## config.mk

```make
export PLATFORM = sky130hd
export DESIGN_NAME = hfa_host
export DESIGN_NICKNAME = d
export VERILOG_FILES = /design/src/shared/hfa_pkg.sv /design/src/hfa_sync.sv /design/src/hfa_host.sv
export SDC_FILE = /design/constraint.sdc
export NUM_CORES = 1
export LEC_CHECK = 0
export CAP_MARGIN = 20
export CORE_MARGIN = 8
export CORE_UTILIZATION = 62
export CTS_BUF_LIST = sky130_fd_sc_hd__clkbuf_16
export DETAILED_ROUTE_END_ITERATION = 16
export DONT_BUFFER_PORTS = 1
export PLACE_DENSITY = 0.78
export SLEW_MARGIN = 20
export SYNTH_ARGS = -nofsm -noshare
export SYNTH_HDL_FRONTEND = slang
export SYNTH_SLANG_ARGS = --single-unit
```

## constraint.sdc

```tcl
create_clock -name pclk -period 2.51 [get_ports pclk]
set_input_delay 0 -clock pclk [delete_from_list [all_inputs] [get_ports pclk]]
set_output_delay 0 -clock pclk [all_outputs]
set_load 0.05 [all_outputs]
```

## src/shared/hfa_pkg.sv

```systemverilog
// package of the half-flash converter host: register map, fields, timing
// assumes a 20 MHz pclk; all pin timing is counted in pclk cycles
package hfa_pkg;
  // register byte offsets on the apb side
  localparam logic [7:0] ADDR_CTRL  = 8'h00;
  localparam logic [7:0] ADDR_CMD   = 8'h04;
  localparam logic [7:0] ADDR_STAT  = 8'h08;
  localparam logic [7:0] ADDR_ISTAT = 8'h0C;
  localparam logic [7:0] ADDR_IMASK = 8'h10;
  // control fields
  localparam int CTRL_MODE_BIT = 0;
  localparam int CTRL_PIPE_BIT = 1;
  localparam int CTRL_SHDN_BIT = 2;
  // command fields: channel in [2:0], start strobe
  localparam int CMD_START_BIT = 8;
  // interrupt status / mask fields
  localparam int IRQ_DONE_BIT = 0;
  localparam int IRQ_WAKE_BIT = 1;
  // reset values
  localparam logic [2:0] CTRL_RST  = 3'h0;
  localparam logic [1:0] IMASK_RST = 2'h0;
  // timing in ns, as given, and derived cycle counts
  localparam int CLK_NS      = 50;
  localparam int WAKE_NS     = 360;
  localparam int ACQ_NS      = 260;
  localparam int WR_PULSE_NS = 400;
  localparam int ACC_NS      = 130;
  localparam int SYNC_LAT    = 3;
  localparam logic [3:0] WAKE_CYC = 4'((WAKE_NS + CLK_NS - 1) / CLK_NS);
  localparam logic [3:0] ACQ_CYC  = 4'((ACQ_NS + CLK_NS - 1) / CLK_NS);
  localparam logic [3:0] WR_CYC   = 4'((WR_PULSE_NS + CLK_NS - 1) / CLK_NS);
  localparam logic [3:0] ACC_CYC  =
    4'((ACC_NS + CLK_NS - 1) / CLK_NS + SYNC_LAT);
  // conversion sequencer states
  typedef enum logic [2:0] {
    S_IDLE   = 3'b000,
    S_STROBE = 3'b001,
    S_WAIT   = 3'b010,
    S_ACCESS = 3'b011,
    S_GAP    = 3'b100
  } hfa_state_e;
endpackage : hfa_pkg

```

## src/hfa_sync.sv

```systemverilog
// three-stage synchroniser with agreement filter for converter pins
// assumes the inputs are asynchronous to pclk
module hfa_sync #(
  parameter int             W   = 1,
  parameter logic [W-1:0]   RST = '0
) (
  input  wire logic         pclk,
  input  wire logic         presetn,
  input  wire logic [W-1:0] din,
  output logic      [W-1:0] dout
);
  logic [W-1:0] s1_q;
  logic [W-1:0] s2_q;
  logic [W-1:0] s3_q;

  // first stage feeds only the second
  always_ff @(posedge pclk or negedge presetn)
  begin
    if (!presetn)
    begin
      s1_q <= RST;
      s2_q <= RST;
      s3_q <= RST;
      dout <= RST;
    end
    else
    begin
      s1_q <= din;
      s2_q <= s1_q;
      s3_q <= s2_q;
      if (s2_q == s3_q)
        dout <= s3_q; // change counts once stages two and three agree
    end
  end
endmodule : hfa_sync

```

## src/hfa_host.sv

```systemverilog
// apb-controlled host for an 8-bit half-flash converter's parallel port
// assumes the converter pins are asynchronous; the wr/ready pin is resolved
// from wr_oe by the surroundings, with an external pull-up for ready
//
// Overview of operation
// - the host holds read low to take data; the converter drives only then.
// - every read or write strobe is issued with chip select held low.
// - the channel number goes out in binary, msb on the highest pin.
// - after wake-up the host waits 8 pclk cycles (400 ns, at least 360 ns) before starting a conversion.
// - read mode starts with chip select and read low, done flag ends it.
// - tied strobes start a new conversion and return the previous result.
module hfa_host (
  input  wire logic                  pclk,
  input  wire logic                  presetn,
  input  wire logic                  psel,
  input  wire logic                  penable,
  input  wire logic                  pwrite,
  input  wire logic [7:0]            paddr,
  input  wire logic [31:0]           pwdata,
  output logic      [31:0]           prdata,
  output logic                       pready,
  output logic                       pslverr,
  output logic                       irq,
  output logic                       cs_n,
  output logic                       rd_n,
  output logic                       wr_o,
  output logic                       wr_oe,
  input  wire logic                  wr_rdy_i,
  output logic                       mode_o,
  output logic                       shutdown_input_n,
  output logic                       channel_select_msb,
  output logic                       channel_select_mid,
  output logic                       channel_select_lsb,
  input  wire logic [7:0]            data_i,
  input  wire logic                  int_n_i
);
  import hfa_pkg::*;

  hfa_state_e  state_q;
  logic [3:0]  cnt_q;
  logic [3:0]  wcnt_q;
  logic [2:0]  ctrl_q;
  logic [1:0]  imask_q;
  logic [1:0]  istat_q;
  logic [7:0]  result_q;
  logic        awake_q;
  logic        pipe_q;
  logic        start_req;
  logic        done_ev;
  logic        wake_ev;
  logic        wr_acc;
  logic        rd_acc;
  logic [9:0]  pin_s;
  logic [7:0]  data_s;
  logic        int_n_s;
  logic        rdy_s;

  // pins from the converter pass the agreement synchroniser
  hfa_sync #(.W(10), .RST(10'h300)) u_sync (
    .pclk    (pclk),
    .presetn (presetn),
    .din     ({int_n_i, wr_rdy_i, data_i}),
    .dout    (pin_s)
  );
  assign data_s  = pin_s[7:0];
  assign rdy_s   = pin_s[8];
  assign int_n_s = pin_s[9];

  // access phase qualifiers; pready is always high in the access phase
  assign wr_acc    = psel && penable && pready && pwrite;
  assign rd_acc    = psel && penable && pready && !pwrite;
  assign start_req = wr_acc && (paddr == ADDR_CMD) && pwdata[CMD_START_BIT];

  // apb answer is prepared in the setup cycle so pready comes from a flop
  always_ff @(posedge pclk or negedge presetn)
  begin
    if (!presetn)
    begin
      pready  <= 1'b0;
      pslverr <= 1'b0;
      prdata  <= 32'h0000_0000;
    end
    else
    begin
      pready  <= psel && !penable;
      pslverr <= 1'b0;
      prdata  <= 32'h0000_0000;
      if (psel && !penable)
      begin
        if (paddr == ADDR_CTRL)
          prdata <= {29'h0, ctrl_q};
        else if (paddr == ADDR_CMD)
          prdata <= 32'h0000_0000;
        else if (paddr == ADDR_STAT)
          prdata <= {16'h0, result_q, 4'h0, rdy_s, !int_n_s, awake_q,
                     state_q != S_IDLE};
        else if (paddr == ADDR_ISTAT)
          prdata <= {30'h0, istat_q};
        else if (paddr == ADDR_IMASK)
          prdata <= {30'h0, imask_q};
        else
          pslverr <= 1'b1; // unmapped offset
      end
    end
  end

  // control and mask registers
  always_ff @(posedge pclk or negedge presetn)
  begin
    if (!presetn)
    begin
      ctrl_q  <= CTRL_RST;
      imask_q <= IMASK_RST;
    end
    else
    begin
      if (wr_acc && paddr == ADDR_CTRL)
        ctrl_q <= pwdata[2:0];
      if (wr_acc && paddr == ADDR_IMASK)
        imask_q <= pwdata[1:0];
    end
  end

  // sticky events, read clears; a new event in the same cycle survives
  always_ff @(posedge pclk or negedge presetn)
  begin
    if (!presetn)
      istat_q <= 2'h0;
    else
    begin
      if (rd_acc && paddr == ADDR_ISTAT)
        istat_q <= {wake_ev, done_ev};
      else
        istat_q <= istat_q | {wake_ev, done_ev};
    end
  end

  // level interrupt from the unmasked sticky bits
  always_ff @(posedge pclk or negedge presetn)
  begin
    if (!presetn)
      irq <= 1'b0;
    else
      irq <= |(istat_q & imask_q);
  end

  // shutdown pin and wake-up wait; starts are refused until awake
  always_ff @(posedge pclk or negedge presetn)
  begin
    if (!presetn)
    begin
      shutdown_input_n <= 1'b1;
      awake_q          <= 1'b0;
      wcnt_q           <= WAKE_CYC;
      wake_ev          <= 1'b0;
    end
    else
    begin
      shutdown_input_n <= !ctrl_q[CTRL_SHDN_BIT];
      wake_ev          <= 1'b0;
      if (!shutdown_input_n)
      begin
        awake_q <= 1'b0;
        wcnt_q  <= WAKE_CYC;
      end
      else if (!awake_q)
      begin
        wcnt_q <= wcnt_q - 4'h1;
        if (wcnt_q == 4'h1)
        begin
          awake_q <= 1'b1;
          wake_ev <= 1'b1;
        end
      end
    end
  end

  // mode pin and shared-pin direction change only between conversions
  always_ff @(posedge pclk or negedge presetn)
  begin
    if (!presetn)
    begin
      mode_o <= 1'b0;
      wr_oe  <= 1'b0;
      pipe_q <= 1'b0;
    end
    else if (state_q == S_IDLE)
    begin
      mode_o <= ctrl_q[CTRL_MODE_BIT];
      wr_oe  <= ctrl_q[CTRL_MODE_BIT];
      pipe_q <= ctrl_q[CTRL_PIPE_BIT] && ctrl_q[CTRL_MODE_BIT];
    end
  end

  // conversion sequencer; no timeout on the done flag, a dead part hangs it
  always_ff @(posedge pclk or negedge presetn)
  begin
    if (!presetn)
    begin
      state_q  <= S_IDLE;
      cnt_q    <= 4'h0;
      cs_n     <= 1'b1;
      rd_n     <= 1'b1;
      wr_o     <= 1'b1;
      result_q <= 8'h00;
      done_ev  <= 1'b0;
      channel_select_msb <= 1'b0;
      channel_select_mid <= 1'b0;
      channel_select_lsb <= 1'b0;
    end
    else
    begin
      done_ev <= 1'b0;
      case (state_q)
        S_IDLE:
        begin
          if (start_req && awake_q)
          begin
            channel_select_msb <= pwdata[2];
            channel_select_mid <= pwdata[1];
            channel_select_lsb <= pwdata[0];
            cs_n <= 1'b0;
            if (!ctrl_q[CTRL_MODE_BIT])
            begin
              rd_n    <= 1'b0;
              state_q <= S_WAIT;
            end
            else
            begin
              wr_o    <= 1'b0;
              rd_n    <= !ctrl_q[CTRL_PIPE_BIT];
              cnt_q   <= WR_CYC;
              state_q <= S_STROBE;
            end
          end
        end
        S_STROBE:
        begin
          cnt_q <= cnt_q - 4'h1;
          if (cnt_q == 4'h1)
          begin
            wr_o <= 1'b1;
            if (pipe_q)
            begin
              result_q <= data_s;
              rd_n     <= 1'b1;
              cs_n     <= 1'b1;
              done_ev  <= 1'b1;
              cnt_q    <= ACQ_CYC;
              state_q  <= S_GAP;
            end
            else
              state_q <= S_WAIT;
          end
        end
        S_WAIT:
        begin
          if (!int_n_s)
          begin
            rd_n    <= 1'b0;
            cnt_q   <= ACC_CYC;
            state_q <= S_ACCESS;
          end
        end
        S_ACCESS:
        begin
          cnt_q <= cnt_q - 4'h1;
          if (cnt_q == 4'h1)
          begin
            result_q <= data_s;
            rd_n     <= 1'b1;
            cs_n     <= 1'b1;
            done_ev  <= 1'b1;
            cnt_q    <= ACQ_CYC;
            state_q  <= S_GAP;
          end
        end
        S_GAP:
        begin
          // acquisition time before the next start, flag recovers meanwhile
          cnt_q <= cnt_q - 4'h1;
          if (cnt_q == 4'h1)
            state_q <= S_IDLE;
        end
        default:
          state_q <= S_IDLE;
      endcase
    end
  end
endmodule : hfa_host

```

==> key figures, run 1 <==
Clock tree
  • Clock buffer count from CTS: 9
  • H-tree level count: 3
  • CTS Root Cell: clkbuf_16
  • TritonCTS clock tree: done
  • Clk buf depth: 2
  • Clock-pin slew on the worst setup and hold paths: around 0.070 ns
  • CTS Sinks: 93
  • Resized cells post-CTS: 0
  • Clk_lat worst skew: about 0.34 ns
  • Hold_buf cts: 22
  • Post-CTS setup buffers: 0

STA
  • Clock Skew: 0.005506 ns
  • Setup TNS: 0 ns
  • Slew headroom: 64.88%
  • Worst slew pin tran: 0.5268 ns
  • Final worst slack: around 0.42 ns
  • RSZ-0062 raised after global routing: false
  • Hold Violations, Final: 0
  • Peak Freq: 478.6 MHz
  • Fin. max-slew vios: 0
  • Tmin final: ~2.1 ns
  • Period utilization: between 80% and 90%
  • Hold WS: around 0.026 ns
  • Final setup fails: 0

Final layout
  • Layout area overhead: 12.83%
  • Fraction of layout cells with a size suffix above 1: between 10% and 20%
  • Layout Nets: about 400
  • ANT cells: 0
  • Non-filler instance count after layout: around 420

Setup path
  • Crit path max fanout: 10
  • CP max stage delay: 0.52 ns
  • CP arrival: roughly 2.3 ns
  • Critical Path Sink Type: register
  • Worst EP required: between 2 and 3 ns
  • CP max stage cell: or3b_2
  • Worst-path cell chain: inv_1 > ha_1 > or3b_2 > nor3_2 > buf_4 > mux2_2
  • Crit start category: register
  • Crit Path Category: register to register

Synth
  • Synth top area share: between 50% and 60%
  • Cell taking the most area after synthesis: dfrtp_1
  • Asr flop ratio synth: 100.0%
  • Post-synth top flop: dfrtp_1
  • Yosys reg bits: between 90 and 100
  • Most common cell in the netlist: dfrtp_1
  • Area contributors post-synth: dfrtp_1, dfstp_2, mux2_2
  • Avg Cell Area, Syn: 12.54 um^2
  • Synth Instances: around 310
  • Count of cell types in the netlist: 59
  • Syn Std Cell Area: just under 0.004 mm^2
  • Sequential cell area fraction in the yosys report: 59.50%
  • Most frequent cells after synthesis: dfrtp_1, mux2_2, buf_4, nand2_1
  • Warnings, synthesis: 0
  • EDFF count, synth: 0

Global route
  • Met2 GRT Util: about a quarter
  • Initial antenna violation count: 0
  • Grt met3 use: around 3.8%
  • Largest net degree at the start of global routing: between 90 and 100
  • GR Overflow Total: 0
  • Vias in the first global route: between 2000 and 2500
  • First-pass GRT wire length: between 10000 and 15000 um
  • GRT Max-Usage Layer: met2
  • Overall Global Routing Usage: between 10% and 20%
  • Global routing usage on met1: 19.95%

Die
  • # IOs: around 100
  • Full die area: 0.009159 mm^2
  • Starting Density: between 60% and 70%
  • Die X: between 90 and 100 um
  • FP Rows: 29
  • Die Y: 95.71 um
  • Core Area: 0.006241 mm^2

Detailed routing
  • DRC Markers: 0
  • Vias/cell: 5.762
  • 1st-pass router iterations: 5
  • Post-route ant nets: 0
  • DR WL/cell: about 16 um
  • Drt total wl: slightly below 7000 um
  • DR iter-0 viols: about 160
  • Via count: approximately 2400

Job
  • Max_cap viols: 0

Power and ir drop
  • Peak VDD IR: about 600 uV
  • Leakage: roughly 0.0021 uW
  • PwrDens: ~690 mW/mm^2

Placed design
  • Final HPWL DP: around 4400 um
  • Placed insts: 378
  • Place WS: roughly 0.45 ns
  • GP Congestion: around 0.82
  • # port buffers: 0

Outcome
  • Status: complete, no violations

Worst hold path
  • Hold Path Class: primary input to register
[registers in the layout, indices dropped and copies added, names as in the netlist, 2 cells and up]
| register | flops |
|---|---|
| cnt_q | 4 |
| ctrl_q | 3 |
| imask_q | 2 |
| istat_q | 2 |
| prdata | 12 |
| result_q | 8 |
| state_q | 3 |
| u_sync.dout | 10 |
| u_sync.s1_q | 10 |
| u_sync.s2_q | 10 |
| u_sync.s3_q | 10 |
| wcnt_q | 4 |
[power by group]
part           internal, uW  switching [uW]  total (uW)
registers              1540            23.9        1560
clock network           706             613        1320
logic                  51.7             123         175
[stage by stage]
step                power (uW)  utilization [%]  area (um^2)
floorplan                 1722                -         4010
global placement          1700            62.61         3908
detailed placement        1704            62.61         3908
CTS                       3090            71.21         4444
global route              3172            71.21         4444
finish                    3058            71.21         4444
[cells in the final DEF, fill, tap and decap left out, drive strengths merged, types with 7 or more instances in the layout]
| master | Yosys | layout |
|---|---|---|
| clkbuf | 8 | 9 |
| xor2 | 8 | 8 |
| and2 | 13 | 13 |
| conb | 1 | 20 |
| dlygate4sd3 | 0 | 21 |
| inv | 10 | 15 |
| a21oi | 7 | 7 |
| nor2 | 7 | 7 |
| mux2 | 25 | 25 |
| o21ai | 8 | 8 |
| dfstp | 13 | 13 |
| dfrtp | 80 | 80 |
| nand2 | 16 | 16 |
[worst paths after layout]
| path | startpoint | endpoint | slack [ns] | cells after the start |
|---|---|---|---|---|
| setup / recovery | cnt_q[1]$_DFFE_PN0P_ | result_q[5]$_DFFE_PN0P_ | 0.42 | 6 |
| hold / removal | paddr[3] | prdata[0]$_DFF_PN0_ | 0.03 | 3 |
| setup reg to reg | cnt_q[1]$_DFFE_PN0P_ | result_q[5]$_DFFE_PN0P_ | 0.42 | 6 |
| hold reg to reg | u_sync.s1_q[7]$_DFF_PN0_ | u_sync.s2_q[7]$_DFF_PN0_ | 0.35 | 0 |
| max in group asynchronous | presetn | u_sync.s3_q[8]$_DFF_PN1_ | 1.89 | 2 |
| min in group asynchronous | presetn | prdata[8]$_DFF_PN0_ | 0.23 | 2 |
[per-layer routing]
layer / routed length (um) / share of wire [%]
met1: 2925 / 43
met2: 3261 / 48
met3: 459 / 6.7
met4: 179 / 2.6
met5: 0 / 0
[logic make-up after synthesis]
family / count (synthesis) / synth area share (%)
adders and majority gates: 4 / 1.271
xor gates and xnor gates: 13 / 2.891
DFF: 93 / 59.50
muxes: 27 / 7.656
other: 1 / 0.09521
AOI/OAI and AO/OA: 45 / 7.942
and+or+nand+nor: 85 / 13.88
buffers and inverters: 46 / 6.766
[area by class of cell]
type	count	area (um^2)
inverters	10	37.54
flip-flops and latches	93	2344
clock buffers	9	225.2
clock inverters	7	73.82
multi-input cells	194	1400
repair buffers	26	267.8
fillers	422	1797
well taps	77	96.34
[critical path, delay by kind of cell (launching register included)]
| kind | cells | cell delay [ns] |
|---|---|---|
| and+or+nand+nor | 2 | 0.73 |
| buffers and inverters | 2 | 0.32 |
| muxes | 1 | 0.35 |
| DFF | 1 | 0.37 |
| adders and majority gates | 1 | 0.19 |
(Power assumes the default switching activity.)
==> run 2: changes to the inputs <==
- clock period: 2.51 -> 2.2 ns (I/O delays scaled with it)
==> key figures, run 2 (synthesis results as in run 1) <==
Outcome
  • Status: complete, no violations

Worst hold path
  • Worst Hold Launch: paddr[6]
  • Worst Hold Endpoint: prdata[0]$_DFF_PN0_
  • Hold path depth: 4 (+1)
  • Hold Path Class: primary input to register

STA
  • RSZ-0062 raised after global routing: false
  • Tmin final: 2.075 ns (-0.01427 ns)
  • Slew headroom: 63.45% (-1.4 points)
  • Peak Freq: 481.8 MHz (+0.69%)
  • Setup TNS: 0 ns (unchanged)
  • Final setup fails: 0 (unchanged)
  • Hold Violations, Final: 0 (unchanged)
  • Clock Skew: 0.008114 ns (+0.002607 ns)
  • Period utilization: 94.34% (+11 points)
  • Worst slew pin tran: 0.5483 ns (+0.02150 ns)
  • Fin. max-slew vios: 0 (unchanged)

Die
  • Die X: 95.71 um (unchanged)
  • Full die area: 0.009159 mm^2 (unchanged)
  • FP Rows: 29 (unchanged)
  • # IOs: 99 (unchanged)
  • Starting Density: 63.11% (unchanged)
  • Core Area: 0.006241 mm^2 (unchanged)
  • Die Y: 95.71 um (unchanged)

Placed design
  • GP Congestion: 0.8374 (+2.1%)
  • # port buffers: 0 (unchanged)
  • Final HPWL DP: 4555 um (+3.7%)
  • Placed instance area: 0.003915 mm^2 (+0.19%)

Clock tree
  • TritonCTS clock tree: done
  • Clk buf depth: 2 (unchanged)
  • Clk_lat worst skew: 0.34 ns (about the same)
  • H-tree level count: 3 (unchanged)
  • CTS Root Cell: clkbuf_16
  • Resized cells post-CTS: 0 (unchanged)
  • Clock-pin slew on the worst setup and hold paths: 0.07 ns (about the same)
  • CTS Sinks: 93 (unchanged)
  • Clock buffer count from CTS: 9 (unchanged)

Detailed routing
  • Via count: 2420 (+0.96%)
  • Vias/cell: 5.789 (+0.48%)
  • 1st-pass router iterations: 4 (-1)
  • DR iter-0 viols: 128 (-21%)
  • DR WL/cell: 16.93 um (+3.2%)
  • Drt total wl: 7076 um (+3.7%)
  • DRC Markers: 0 (unchanged)
  • Post-route ant nets: 0 (unchanged)

Power and ir drop
  • Tot Pwr: 3496 uW (+14%)
  • PwrDens: 783.1 mW/mm^2 (+14%)
  • Leakage: 0.002099 uW (+0.65%)
  • Peak VDD IR: 673.4 uV (+15%)

Final layout
  • Commonest non-fill, non-tap cell in the layout: dfrtp_1
  • Fillers: 425 (+0.71%)
  • Sequential Area: 0.002344 mm^2 (unchanged)
  • Layout area overhead: 13.34%
  • Multi-input gate area: 0.001400 mm^2 (unchanged)
  • Most frequent cells in the layout: dfrtp_1, mux2_2, dlygate4sd3_1
  • Max FFs per register: 12 (unchanged)
  • ANT cells: 0 (unchanged)
  • Design Area, Final: 0.004464 mm^2 (+0.45%)
  • Layout Nets: 395 (+0.51%)
  • Top reg by flops: prdata
  • Fraction of layout cells with a size suffix above 1: 19.94% (+0.18 points)

Setup path
  • Critical Path Sink Type: register
  • Worst reg-to-reg setup slack: 0.12 ns (-0.30 ns)
  • Worst-path cell chain: inv_1 > ha_1 > or3b_2 > nor3_2 > buf_4 > mux2_2
  • Crit Path Category: register to register
  • Worst r2r dst: result_q[2]$_DFFE_PN0P_
  • CP max stage cell: or3b_2
  • CP max stage delay: 0.52 ns (about the same)
  • Worst EP required: 2.43 ns (-0.30 ns)
  • Crit path max fanout: 10 (unchanged)
  • Cells on worst reg2reg path: 6 (unchanged)
  • Crit start category: register
  • Worst R2R Start: cnt_q[1]$_DFFE_PN0P_
  • CP arrival: 2.30 ns (about the same)

Global route
  • Overall Global Routing Usage: 16.80% (+0.62 points)
  • Largest net degree at the start of global routing: 94 (unchanged)
  • First-pass GRT wire length: 11700 um (+2.3%)
  • GR Overflow Total: 0 (unchanged)
  • Vias in the first global route: 2472 (+2.3%)
  • Initial antenna violation count: 0 (unchanged)

Job
  • Max_cap viols: 0 (unchanged)
## run 2: cell type report
class,instances,share of cell area (%)
Sequential cell,93,52.49
Multi-Input combinational cell,194,31.36
Tap cell,77,2.158
Timing Repair Buffer,28,6.390
Inverter,10,0.8408
Clock buffer,9,5.045
Clock inverter,7,1.710
## run 2: repair_timing
action,4_1_cts,5_1_grt
hold buffers,23,0
setup endpoints to repair,0,0
hold endpoints to repair,117,0
buffers inserted,0,0
## run 2: power breakdown
part	total (uW)	internal [uW]	leakage [uW]	switching (uW)
logic	201	59.1	0.000765	142
clock network	1510	807	0.000149	702
registers	1790	1760	0.00119	28.8
total	3500	2620	0.00210	873
## run 2: worst max path at each step
| stage | startpoint | end | depth (start not counted) |
|---|---|---|---|
| finish | cnt_q[1]$_DFFE_PN0P_ | result_q[2]$_DFFE_PN0P_ | 6 |
| global route | cnt_q[1]$_DFFE_PN0P_ | result_q[5]$_DFFE_PN0P_ | 6 |
| CTS | cnt_q[1]$_DFFE_PN0P_ | result_q[2]$_DFFE_PN0P_ | 6 |
| detailed placement | cnt_q[1]$_DFFE_PN0P_ | result_q[2]$_DFFE_PN0P_ | 6 |
| global placement | cnt_q[1]$_DFFE_PN0P_ | result_q[1]$_DFFE_PN0P_ | 6 |
| floorplan | cnt_q[1]$_DFFE_PN0P_ | result_q[0]$_DFFE_PN0P_ | 6 |
## run 2: worst max-delay path: cells and delay by family, from the launching register on
kind,cells,cell delay [ns]
flops,1,0.37
fa+ha+maj,1,0.19
simple gates,2,0.72
mux,1,0.34
buf+inv,2,0.33
## run 2: through the flow
step	util, %	hold WS [ns]	cells	setup slack [ns]
floorplan	-	-0.2956	333	0.3369
global placement	62.73	-0.2932	379	0.1944
detailed placement	62.73	-0.2931	379	0.1595
CTS	71.53	0.001268	418	0.1430
global route	71.53	0.04531	418	0.03177
finish	71.53	0.03804	418	0.1246
## run 2: per-layer routing
layer | wire length [um] | up-vias | track usage [%]
met5 | 0 | - | 0
li1 | - | 1111 | -
met3 | 447 | 10 | 5.538
met4 | 106 | 0 | 7.298
met2 | 3515 | 98 | 26.80
met1 | 3008 | 1201 | 20.52
